[src/verilog/bfs_map.vh]
// Constants for the breaker failure and winding isolation block
`ifndef BFS_MAP_VH
`define BFS_MAP_VH
// Zero crossing: more than this many same-sign samples asserts detection
`define BFS_ZC_LIMIT          8'h0c
// Non-current reset selection codes
`define BFS_NONI_PROT_RESET   2'h0
`define BFS_NONI_POLES_OPEN   2'h1
`define BFS_NONI_UC_ONLY      2'h2
// External reset enable bit positions
`define BFS_EXT_TRIP_RESET    0
`define BFS_EXT_POLES_OPEN    1
`define BFS_EXT_UC_ONLY       2
// Initiation kinds
`define BFS_INIT_NONE         2'h0
`define BFS_INIT_CURRENT      2'h1
`define BFS_INIT_NONCURRENT   2'h2
`define BFS_INIT_EXTERNAL     2'h3
// Timer defaults in sample ticks
`define BFS_RETRIP_DEFAULT    16'h0014
`define BFS_BACKTRIP_DEFAULT  16'h0028
`define BFS_TIMER_W           16
`endif

[src/verilog/bfs_breaker_fail.v]
// Breaker failure supervision with per-winding isolation blocking
//
// Summary of operation
// - Winding isolation active when isolator-open input and low current.
// - Isolation active blocks differential and REF trips of that winding.
// - REF of a winding blocked internally while its isolation active.
// - CT supervision blocked per current input of isolated winding.
// - Isolated winding inputs excluded from differential and bias sums.
// - No breaker failure start from general trip while isolation active.
// - Isolation trip needs definite-time overcurrent and isolation active.
// - Up to five independent breaker failure functions, own settings.
// - Each function has phase and optional earth undercurrent element.
// - Earth source measured neutral input or derived from phases.
// - More than 12 same-sign samples asserts zero crossing, blocks trips.
// - Initiation starts first timer; breaker open normally resets it.
// - Second timer starts with first; expiries give retrip, backtrip.
// - Each function drives own retrip and backtrip outputs.
// - Timers start from own protection trips or external trip input.
// - Reset by breaker open or protection reset needs undercurrent reset.
// - Current initiation resets only when all three phases undercurrent.
// - Non-current: reset with prot reset, poles open, or undercurrent only.
// - External: any enabled of trip reset, poles open, undercurrent only.
// - Undercurrent-only keeps latched reset state zero; zero crossing blocks.
`timescale 1ns/1ps
`include "bfs_map.vh"
module bfs_breaker_fail #(
  parameter NUM_BF   = 5,
  parameter NUM_WIND = 3,
  parameter NUM_CT   = 5,
  parameter SAMPLE_W = 16,
  parameter TIMER_W  = `BFS_TIMER_W
) (
  input  wire                         sys_clk,
  input  wire                         rst,
  input  wire                         sampleEn,
  // Winding isolation
  input  wire [NUM_WIND-1:0]          windingIsolatorOpenIn,
  input  wire [NUM_WIND-1:0]          windingLowCurrent,
  input  wire [NUM_WIND-1:0]          diffTripReqIn,
  input  wire [NUM_WIND-1:0]          refTripReqIn,
  input  wire [NUM_WIND-1:0]          dtOvercurrentIn,
  input  wire [NUM_CT*NUM_WIND-1:0]   ctWindingMap,
  input  wire [NUM_CT-1:0]            ctSupervisionAlarmIn,
  output reg  [NUM_WIND-1:0]          windingIsolationActive,
  output reg  [NUM_WIND-1:0]          diffTripOut,
  output reg  [NUM_WIND-1:0]          refTripOut,
  output reg  [NUM_WIND-1:0]          isolationTripOut,
  output reg  [NUM_CT-1:0]            ctSupervisionAlarmOut,
  output reg  [NUM_CT-1:0]            diffCalcIncludeOut,
  // Breaker failure, one set per function
  input  wire [NUM_BF-1:0]            bfEnable,
  input  wire [NUM_BF-1:0]            currentTripIn,
  input  wire [NUM_BF-1:0]            noncurrentTripIn,
  input  wire [NUM_BF-1:0]            externalTripIn,
  input  wire [NUM_BF-1:0]            generalTripIn,
  input  wire [NUM_BF*3-1:0]          phaseLowCurrent,
  input  wire [NUM_BF-1:0]            measNeutralLowCurrent,
  input  wire [NUM_BF-1:0]            derivNeutralLowCurrent,
  input  wire [NUM_BF-1:0]            earthUcEnable,
  input  wire [NUM_BF-1:0]            earthUcMeasured,
  input  wire [NUM_BF*3*SAMPLE_W-1:0] phaseSamples,
  input  wire [NUM_BF*SAMPLE_W-1:0]   measNeutralSamples,
  input  wire [NUM_BF*SAMPLE_W-1:0]   derivNeutralSamples,
  input  wire [NUM_BF-1:0]            breakerPolesOpen,
  input  wire [NUM_BF*2-1:0]          noncurrentInitResetSel,
  input  wire [NUM_BF*3-1:0]          externalInitResetSel,
  input  wire [NUM_BF*NUM_WIND-1:0]   bfWindingMap,
  input  wire [NUM_BF*TIMER_W-1:0]    retripDelay,
  input  wire [NUM_BF*TIMER_W-1:0]    backtripDelay,
  output reg  [NUM_BF-1:0]            retripOut,
  output reg  [NUM_BF-1:0]            backtripOut,
  output reg  [NUM_BF-1:0]            latchedResetState,
  output reg  [NUM_BF*4-1:0]          zeroCrossDetOut
);
  // =============================================================
  // Input synchronisers for pins from auxiliary contacts
  reg [NUM_WIND-1:0] isoOpenMeta_reg;
  reg [NUM_WIND-1:0] isoOpenSync_reg;
  reg [NUM_BF-1:0]   extTripMeta_reg;
  reg [NUM_BF-1:0]   extTripSync_reg;
  reg [NUM_BF-1:0]   polesMeta_reg;
  reg [NUM_BF-1:0]   polesSync_reg;

  always @(posedge sys_clk or posedge rst) begin
    if (rst) begin
      isoOpenMeta_reg <= {NUM_WIND{1'b0}};
      isoOpenSync_reg <= {NUM_WIND{1'b0}};
      extTripMeta_reg <= {NUM_BF{1'b0}};
      extTripSync_reg <= {NUM_BF{1'b0}};
      polesMeta_reg   <= {NUM_BF{1'b0}};
      polesSync_reg   <= {NUM_BF{1'b0}};
    end else begin
      isoOpenMeta_reg <= windingIsolatorOpenIn;
      isoOpenSync_reg <= isoOpenMeta_reg;
      extTripMeta_reg <= externalTripIn;
      extTripSync_reg <= extTripMeta_reg;
      polesMeta_reg   <= breakerPolesOpen;
      polesSync_reg   <= polesMeta_reg;
    end
  end

  // =============================================================
  // Winding isolation and blocking
  wire [NUM_WIND-1:0] isoActive;
  assign isoActive = isoOpenSync_reg & windingLowCurrent;

  reg [NUM_CT-1:0] ctBlocked;
  integer c;
  integer w;
  always @* begin
    ctBlocked = {NUM_CT{1'b0}};
    for (c = 0; c < NUM_CT; c = c + 1)
      for (w = 0; w < NUM_WIND; w = w + 1)
        if (ctWindingMap[c*NUM_WIND+w] && isoActive[w])
          ctBlocked[c] = 1'b1;
  end

  always @(posedge sys_clk or posedge rst) begin
    if (rst) begin
      windingIsolationActive <= {NUM_WIND{1'b0}};
      diffTripOut            <= {NUM_WIND{1'b0}};
      refTripOut             <= {NUM_WIND{1'b0}};
      isolationTripOut       <= {NUM_WIND{1'b0}};
      ctSupervisionAlarmOut  <= {NUM_CT{1'b0}};
      diffCalcIncludeOut     <= {NUM_CT{1'b1}};
    end else begin
      windingIsolationActive <= isoActive;
      diffTripOut            <= diffTripReqIn & ~isoActive;
      refTripOut             <= refTripReqIn & ~isoActive;
      isolationTripOut       <= dtOvercurrentIn & isoActive;
      ctSupervisionAlarmOut  <= ctSupervisionAlarmIn & ~ctBlocked;
      diffCalcIncludeOut     <= ~ctBlocked;
    end
  end

  // =============================================================
  // Breaker failure functions, one generate instance each
  genvar b;
  genvar p;
  generate
    for (b = 0; b < NUM_BF; b = b + 1) begin : gBf
      wire [3:0]         zcd;
      wire [SAMPLE_W-1:0] nSample;
      wire               nLowCur;
      wire               allUc;
      wire               zcBlock;
      wire               isoHit;
      wire               genStart;
      wire               curStart;
      wire               nonStart;
      wire               extStart;
      wire [1:0]         nonSel;
      wire [2:0]         extSel;
      wire [TIMER_W-1:0] rDly;
      wire [TIMER_W-1:0] bDly;
      reg  [1:0]         initKind_reg;
      reg  [1:0]         initKind_next;
      reg  [TIMER_W-1:0] retripTimer_reg;
      reg  [TIMER_W-1:0] backtripTimer_reg;
      reg                resetCond;
      reg                nonPrev_reg;
      reg                extPrev_reg;

      assign nonSel = noncurrentInitResetSel[b*2 +: 2];
      assign extSel = externalInitResetSel[b*3 +: 3];
      assign rDly   = retripDelay[b*TIMER_W +: TIMER_W];
      assign bDly   = backtripDelay[b*TIMER_W +: TIMER_W];

      // Earth source selection, measured or derived
      assign nSample = earthUcMeasured[b] ?
                       measNeutralSamples[b*SAMPLE_W +: SAMPLE_W] :
                       derivNeutralSamples[b*SAMPLE_W +: SAMPLE_W];
      assign nLowCur = earthUcMeasured[b] ? measNeutralLowCurrent[b] :
                       derivNeutralLowCurrent[b];
      // Disabled earth element counts as always operated
      assign allUc = (&phaseLowCurrent[b*3 +: 3]) &
                     (nLowCur | ~earthUcEnable[b]);

      for (p = 0; p < 3; p = p + 1) begin : gPh
        bfs_zero_cross #(.SAMPLE_W(SAMPLE_W)) uZc (
          .sys_clk      (sys_clk),
          .rst          (rst),
          .sampleEn     (sampleEn),
          .sample       (phaseSamples[(b*3+p)*SAMPLE_W +: SAMPLE_W]),
          .zeroCrossDet (zcd[p])
        );
      end
      bfs_zero_cross #(.SAMPLE_W(SAMPLE_W)) uZcN (
        .sys_clk      (sys_clk),
        .rst          (rst),
        .sampleEn     (sampleEn),
        .sample       (nSample),
        .zeroCrossDet (zcd[3])
      );
      assign zcBlock = (|zcd[2:0]) | (zcd[3] & earthUcEnable[b]);

      // General trips do not start the function on an isolated winding
      assign isoHit   = |(bfWindingMap[b*NUM_WIND +: NUM_WIND] & isoActive);
      assign genStart = generalTripIn[b] & ~isoHit;
      assign curStart = currentTripIn[b] | genStart;
      assign nonStart = noncurrentTripIn[b];
      assign extStart = extTripSync_reg[b];

      always @* begin
        case (initKind_reg)
          `BFS_INIT_CURRENT:
            resetCond = &phaseLowCurrent[b*3 +: 3];
          `BFS_INIT_NONCURRENT: begin
            case (nonSel)
              `BFS_NONI_PROT_RESET: resetCond = allUc & ~nonStart;
              `BFS_NONI_POLES_OPEN: resetCond = allUc & polesSync_reg[b];
              `BFS_NONI_UC_ONLY:    resetCond = allUc;
              default:              resetCond = allUc;
            endcase
          end
          `BFS_INIT_EXTERNAL:
            resetCond = allUc &
              ((extSel[`BFS_EXT_TRIP_RESET] & ~extStart) |
               (extSel[`BFS_EXT_POLES_OPEN] & polesSync_reg[b]) |
               extSel[`BFS_EXT_UC_ONLY]);
          default:
            resetCond = 1'b0;
        endcase
      end

      // Current initiation takes priority when several start together
      always @* begin
        initKind_next = initKind_reg;
        if (!bfEnable[b])
          initKind_next = `BFS_INIT_NONE;
        else if (initKind_reg == `BFS_INIT_NONE) begin
          if (curStart)
            initKind_next = `BFS_INIT_CURRENT;
          else if (nonStart & ~nonPrev_reg)
            initKind_next = `BFS_INIT_NONCURRENT;
          else if (extStart & ~extPrev_reg)
            initKind_next = `BFS_INIT_EXTERNAL;
        end else if (resetCond)
          initKind_next = `BFS_INIT_NONE;
      end

      always @(posedge sys_clk or posedge rst) begin
        if (rst) begin
          initKind_reg         <= `BFS_INIT_NONE;
          retripTimer_reg      <= {TIMER_W{1'b0}};
          backtripTimer_reg    <= {TIMER_W{1'b0}};
          nonPrev_reg          <= 1'b0;
          extPrev_reg          <= 1'b0;
          retripOut[b]         <= 1'b0;
          backtripOut[b]       <= 1'b0;
          latchedResetState[b] <= 1'b0;
          zeroCrossDetOut[b*4 +: 4] <= 4'h0;
        end else begin
          initKind_reg <= initKind_next;
          nonPrev_reg  <= nonStart;
          extPrev_reg  <= extStart;
          zeroCrossDetOut[b*4 +: 4] <= zcd;
          // Undercurrent-only reset never latches a reset state
          latchedResetState[b] <= (initKind_reg != `BFS_INIT_NONE) &&
            !(initKind_reg == `BFS_INIT_NONCURRENT &&
              nonSel == `BFS_NONI_UC_ONLY) &&
            !(initKind_reg == `BFS_INIT_EXTERNAL &&
              extSel[`BFS_EXT_UC_ONLY]);
          if (initKind_next == `BFS_INIT_NONE) begin
            retripTimer_reg   <= {TIMER_W{1'b0}};
            backtripTimer_reg <= {TIMER_W{1'b0}};
            retripOut[b]      <= 1'b0;
            backtripOut[b]    <= 1'b0;
          end else if (sampleEn) begin
            // Both timers run from the same start instant
            if (retripTimer_reg != rDly)
              retripTimer_reg <= retripTimer_reg + 16'h0001;
            if (backtripTimer_reg != bDly)
              backtripTimer_reg <= backtripTimer_reg + 16'h0001;
            retripOut[b]   <= (retripTimer_reg == rDly) & ~zcBlock;
            backtripOut[b] <= (backtripTimer_reg == bDly) & ~zcBlock;
          end
        end
      end
    end
  endgenerate
  // NUM_BF sets the function count, five by default
endmodule

[src/verilog/bfs_zero_cross.v]
// Per-phase zero crossing detector on signed current samples
`timescale 1ns/1ps
`include "bfs_map.vh"
module bfs_zero_cross #(
  parameter SAMPLE_W = 16,
  parameter CNT_W    = 8
) (
  input  wire                sys_clk,
  input  wire                rst,
  input  wire                sampleEn,
  input  wire [SAMPLE_W-1:0] sample,
  output reg                 zeroCrossDet
);
  reg  [CNT_W-1:0] runCount_reg;
  reg              lastSign_reg;
  wire             isZero;
  wire             curSign;
  wire [CNT_W-1:0] limit;

  assign isZero  = (sample == {SAMPLE_W{1'b0}});
  assign curSign = sample[SAMPLE_W-1];
  assign limit   = `BFS_ZC_LIMIT;

  // =============================================================
  // Same-sign run counter
  // A zero sample breaks the run: it is neither above nor below zero
  always @(posedge sys_clk or posedge rst) begin
    if (rst) begin
      runCount_reg <= 8'h00;
      lastSign_reg <= 1'b0;
      zeroCrossDet <= 1'b0;
    end else if (sampleEn) begin
      lastSign_reg <= curSign;
      if (isZero) begin
        runCount_reg <= 8'h00;
        zeroCrossDet <= 1'b0;
      end else if (runCount_reg != 8'h00 && curSign != lastSign_reg) begin
        runCount_reg <= 8'h01;
        zeroCrossDet <= 1'b0;
      end else begin
        if (runCount_reg != {CNT_W{1'b1}})
          runCount_reg <= runCount_reg + 8'h01;
        zeroCrossDet <= (runCount_reg >= limit);
      end
    end
  end
endmodule

[config.mk]
export PLATFORM = sky130hd
export DESIGN_NAME = bfs_breaker_fail
export DESIGN_NICKNAME = d
export VERILOG_FILES = /design/src/verilog/bfs_breaker_fail.v /design/src/verilog/bfs_zero_cross.v
export VERILOG_INCLUDE_DIRS = /design/src /design/src/verilog
export SDC_FILE = /design/constraint.sdc
export NUM_CORES = 1
export LEC_CHECK = 0
export BUFFER_PORTS_ARGS = -buffer_cell sky130_fd_sc_hd__buf_2
export CORE_AREA = 8 8 286 288
export DETAILED_ROUTE_END_ITERATION = 16
export DIE_AREA = 0 0 294 296
export SKIP_CTS_REPAIR_TIMING = 1
export SLEW_MARGIN = 20
export SYNTH_ARGS = -nofsm -noshare
export SYNTH_HDL_FRONTEND = slang
export SYNTH_SLANG_ARGS = --single-unit
[constraint.sdc]
create_clock -name sys_clk -period 21.1 [get_ports sys_clk]
set_input_delay 4.22 -clock sys_clk [delete_from_list [all_inputs] [get_ports sys_clk]]
set_output_delay 4.22 -clock sys_clk [all_outputs]
set_load 0.005 [all_outputs]
# Word-level counts from Yosys, hierarchy flattened
# Cells that the tools add are included.
# classes
addsub	30
n_mul	0
div	0
order_cmp	20
n_eq_ne	85
shift	0
n_mux	215
bitwise_logic	132
n_reduce_logical	205
# ops
op	count
16-bit two-way mux	35
8-bit two-way mux	60
16-bit logical NOT	20
16-bit by 1-bit adder with 16-bit output, second input constant	10
8-bit by 1-bit adder with 8-bit output, second input constant	20
16-bit equality test	10
8-bit by 4-bit greater-or-equal comparator with 1-bit output, second input constant	20
16-bit != test	10
8-bit != test, second input constant	20
8-bit nonzero test	20
1-bit two-way mux	80
1-bit AND	60
2-bit two-way mux	30
2-bit AND reduction	30
3-bit nonzero test	20
1-bit logical AND	55
2-bit nonzero test	20
1-bit inverter	35
2-bit equality test, second input constant	15
2-bit logical NOT	15
3-bit OR reduction	10
3-bit AND	9
1-bit bitwise OR	25
2-bit by 1-bit equality test with 1-bit output, second input constant	10
8 further kinds	48
# totals
regBits	463
latch_bits	0
ram_bits	0
mem_bits_ro	0
out_inout_bits	57
elab_cells	804
n_memories	0

# Longest topological paths before layout
# logic_depth
depth_word	12
ltp_mapped	9

# Cells and area by module
# A second synthesis with hierarchy kept.
# hier_totals
cells_unflattened	2874
hier_area_um2	27710.3
# modules_own_cells
mod	n_inst	cells_each	area_each_um2	seq_area_each_um2
bfs_breaker_fail	1	1480	14701.6	6587.6
bfs_zero_cross at gBf[0].gPh[0].uZc ...	13	69	636.9	250.2
bfs_zero_cross at gBf[3].gPh[1].uZc ...	7	71	675.6	250.2

# Worst setup path before layout
# No wires, ideal clock.
# synth_path
kind	input to register
start	input port phaseSamples[131]
end	register gBf[2].gPh[2].uZc.runCount_reg[7]
arrival_time_ps	5710
t_required_ps	21031
path_slack_ps	15321
path_stages	6
path_buffers	0
path_cell_list	nor4_1 -> and4_1 -> o31ai_1 -> or3_1 -> or4_1 -> nand3_1
# synth_via
elab_chain_cells	3
# synth_lines
element	line_no	source
start: declaration	bfs_breaker_fail.v:61	input wire [NUM_BF*3*SAMPLE_W-1:0] phaseSamples,
16-bit logical NOT *	bfs_zero_cross.v:20	assign isZero = (sample == {SAMPLE_W{1'b0}});
3-bit nonzero test (no line)	--	
2-bit AND reduction (no line)	--	
end signal: assignment	bfs_zero_cross.v:42	runCount_reg <= runCount_reg + 8'h01;
end: declaration	bfs_zero_cross.v:14	reg [CNT_W-1:0] runCount_reg;
# Mark *: on every way between the ends. The rest lies on a longest branch, timed or not.
# A chain may end at the register's enable or synchronous reset.

# Final worst setup path
# layout_path
start	input port sampleEn
end	register gBf[2].gPh[0].uZc.runCount_reg[5]
# layout_via
elab_chain_cells	1
# layout_lines
element	line_no	source
start: declaration	bfs_breaker_fail.v:35	input wire sampleEn,
2-bit AND reduction (no line)	--	
end signal: assignment	bfs_zero_cross.v:42	
end: declaration	bfs_zero_cross.v:14	
# No other way between the ends.

==> run metrics <==
DRC errors left=0; unrepaired setup endpoints after global routing=false; total buffers and inverters traversed by the critical path=3; number of standard-cell rows in the floorplan=about 100; placer's final routability congestion estimate=1.10; post-synthesis average cell area=between 9 and 10 um^2; Synth-to-Final Area Change=27.6%; via count of the first global-routing pass=23,300; share of async-settable or async-resettable flops after synthesis=100%; clock period minus final worst setup slack=between 6 and 7 ns; Pleak=15.2 nW; category of the worst setup path capture point=flip-flop; antenna viol nets, final=0; count of non-filler cells in the finished layout=4,616; number of setup violations in the final report=0; ratio of total power to cell area=about 82 nW/um^2; top post-synthesis cells by area=sky130_fd_sc_hd__dfrtp_1, sky130_fd_sc_hd__xor2_1, sky130_fd_sc_hd__xnor2_1, sky130_fd_sc_hd__nor2_1, sky130_fd_sc_hd__nor4_1; number of buffers created by CTS=56; clock-pin transition on the worst setup and hold timing paths=roughly 0.060 ns; first-pass iteration count of the detailed router=5; Worst path slowest cell=sky130_fd_sc_hd__buf_4; Synth Cell Area=25,600 um^2; kind of critical path=primary input to flip-flop; cell type with the highest aggregate area in the netlist=sky130_fd_sc_hd__dfrtp_1; type of the most critical hold path=flip-flop to flip-flop; quantity of I/O buffers inserted on ports=between 700 and 800; most prevalent standard cell on the critical path=sky130_fd_sc_hd__buf_4; Layout Nets=approximately 4,300; leading cell type in the layout, fill and taps excluded=sky130_fd_sc_hd__buf_2; # IOs=760; buffer cell driving the clock tree root=sky130_fd_sc_hd__clkbuf_16; arrival time of data at the critical path endpoint=roughly 7 ns; die width=294 um; cell-by-cell trace of the critical path=clkbuf_8 -> buf_4 -> buf_4 -> o21a_1 -> nand4_1 -> or3_1 -> a21oi_1; Post-synth EDFFs=0; count of warnings emitted by yosys=0; Max Clock Freq=155 MHz; CTS Buffer Depth=3; largest net degree at the start of global routing=167; worst voltage drop across the vdd grid=between 0.05 and 0.06 mV; level count of the clock H-tree=2; max-slew violation count=0; Critical Path Max Stage Delay=0.74 ns; total core area=a little under 80,000 um^2; Synth Instances=approximately 2,800; normalized max-slew margin=35.8%; dominant synthesized flop cell=sky130_fd_sc_hd__dfrtp_1; number of nets produced by synthesis=approximately 3,500; sequential cell area fraction in the yosys report=45.3%; GRT Resource Usage Total=roughly 18%; TritonCTS clock tree=done; initial cell density of the core=roughly a third; CP max FO=91; Starting DRT DRC Count=between 1,000 and 1,500; total overflow reported by the global router=0; Unique masters post-synth=62; worst clock skew=0.0123 ns; y dimension of the die=296 um; total of flip-flops plus latches after synthesis=~460; setup TNS=0 ns; MaxCap Viol Count=0; global-route wire length before repair=between 100 and 150 mm; top library cells by usage in the layout, fill and taps aside=sky130_fd_sc_hd__buf_2, sky130_fd_sc_hd__dfrtp_1, sky130_fd_sc_hd__nor2_1, sky130_fd_sc_hd__nand2_1, sky130_fd_sc_hd__xor2_1; total via count in the routed design=roughly 24,000; actual slew at the worst max-slew pin=0.961 ns; dominant delay contributor by cell family on the critical path=buffers and inverters; final-report hold violation count=0; detailed-route wire length per cell=approximately 17 um; clock sink count=463; number of fill cells=between 7,000 and 8,000; post-DP HPWL=slightly above 60 mm; nature of the critical path startpoint=primary input; Required @ worst endpoint=about 22 ns; number of flip-flops in the largest register=120; latest clock arrival within the worst-skew pair=0.59 ns; result of the run=complete, no violations; full die area=approximately 87,000 um^2; drt total wl=just over 80 mm; fraction of the cycle the final worst path needs=30.5%; fraction of layout instances using a drive strength above 1=roughly a quarter; top cell type's share of synthesized area=44.8%; initial antenna violation count=3; placed cells=roughly 4,500; vias per std cell=5.11
metrics by stage:
| step | power, mW | utilization [%] | hold WS [ns] | area [um^2] | setup WS [ns] |
|---|---|---|---|---|---|
| after floorplan | 1.44 | - | 0.331 | 25600 | 3.98 |
| after global placement | 1.63 | 39.7 | 0.333 | 30600 | 14.11 |
| after detailed placement | 1.64 | 39.7 | 0.336 | 30600 | 14.08 |
| after CTS | 2.73 | 42.4 | 0.350 | 32600 | 14.74 |
| after global routing | 2.86 | 42.4 | 0.355 | 32700 | 14.43 |
| final | 2.69 | 42.4 | 0.348 | 32700 | 14.66 |
final timing paths:
kind                               startpoint                                 to  slack, ns  cells after the start
min                        extTripMeta_reg[3]                 extTripSync_reg[3]       0.35                      0
min in group asynchronous                 rst                zeroCrossDetOut[16]       3.80                      2
max reg2reg                isoOpenSync_reg[2]        gBf[1].backtripTimer_reg[7]      18.46                      7
max                                  sampleEn  gBf[2].gPh[0].uZc.runCount_reg[5]      14.66                      7
min reg2reg                extTripMeta_reg[3]                 extTripSync_reg[3]       0.35                      0
max in group asynchronous                 rst        gBf[2].uZcN.runCount_reg[6]      15.36                      4
power breakdown:
part / internal (mW) / leakage [nW] / switching, mW / total (mW)
logic: 0.227 / 8.03 / 0.283 / 0.510
registers: 0.986 / 6.14 / 0.129 / 1.11
clock network: 0.678 / 1.00 / 0.389 / 1.07
layer usage:
layer  global-route usage, %  wire [um]  part of all wire (%)
met1                    21.7      33600                    42
met2                    30.8      40100                    50
met3                    3.33       4680                   5.8
met4                    5.21       2140                   2.7
met5                       0          0                     0
final cells by class:
cell class | instances | area, um^2 | area share, %
antenna | 2 | 5.00 | 0.0153
clock buffer | 74 | 1560 | 4.77
clock inverter | 29 | 507 | 1.55
inverter | 92 | 355 | 1.09
multi-input combinational | 2135 | 13300 | 40.8
sequential | 463 | 11600 | 35.5
tap | 1040 | 1300 | 3.98
timing repair buffer | 781 | 4010 | 12.3
cell families after synthesis:
| family | count (synthesis) | synth area share, % |
|---|---|---|
| AOI/OAI and AO/OA | 482 | 12.1 |
| and+or+nand+nor | 1207 | 23.6 |
| DFF | 463 | 45.3 |
| muxes | 45 | 1.89 |
| buffers and inverters | 177 | 2.67 |
| xor gates and xnor gates | 351 | 12.0 |
| adders and majority gates | 50 | 2.44 |
synth_stat cells, types with 50 or more instances:
| cell type | instances |
|---|---|
| sky130_fd_sc_hd__nand2_1 | 224 |
| sky130_fd_sc_hd__nor4_1 | 152 |
| sky130_fd_sc_hd__xor2_1 | 200 |
| sky130_fd_sc_hd__a21oi_1 | 160 |
| sky130_fd_sc_hd__nand3_1 | 151 |
| sky130_fd_sc_hd__nor2_1 | 314 |
| sky130_fd_sc_hd__xnor2_1 | 151 |
| sky130_fd_sc_hd__nand4_1 | 129 |
| sky130_fd_sc_hd__ha_1 | 50 |
| sky130_fd_sc_hd__nor3_1 | 61 |
| sky130_fd_sc_hd__o21ai_0 | 100 |
| sky130_fd_sc_hd__and3_1 | 58 |
| sky130_fd_sc_hd__clkbuf_1 | 64 |
| sky130_fd_sc_hd__inv_1 | 92 |
| sky130_fd_sc_hd__dfrtp_1 | 458 |
No activity file was read; power rests on OpenSTA's default activity.
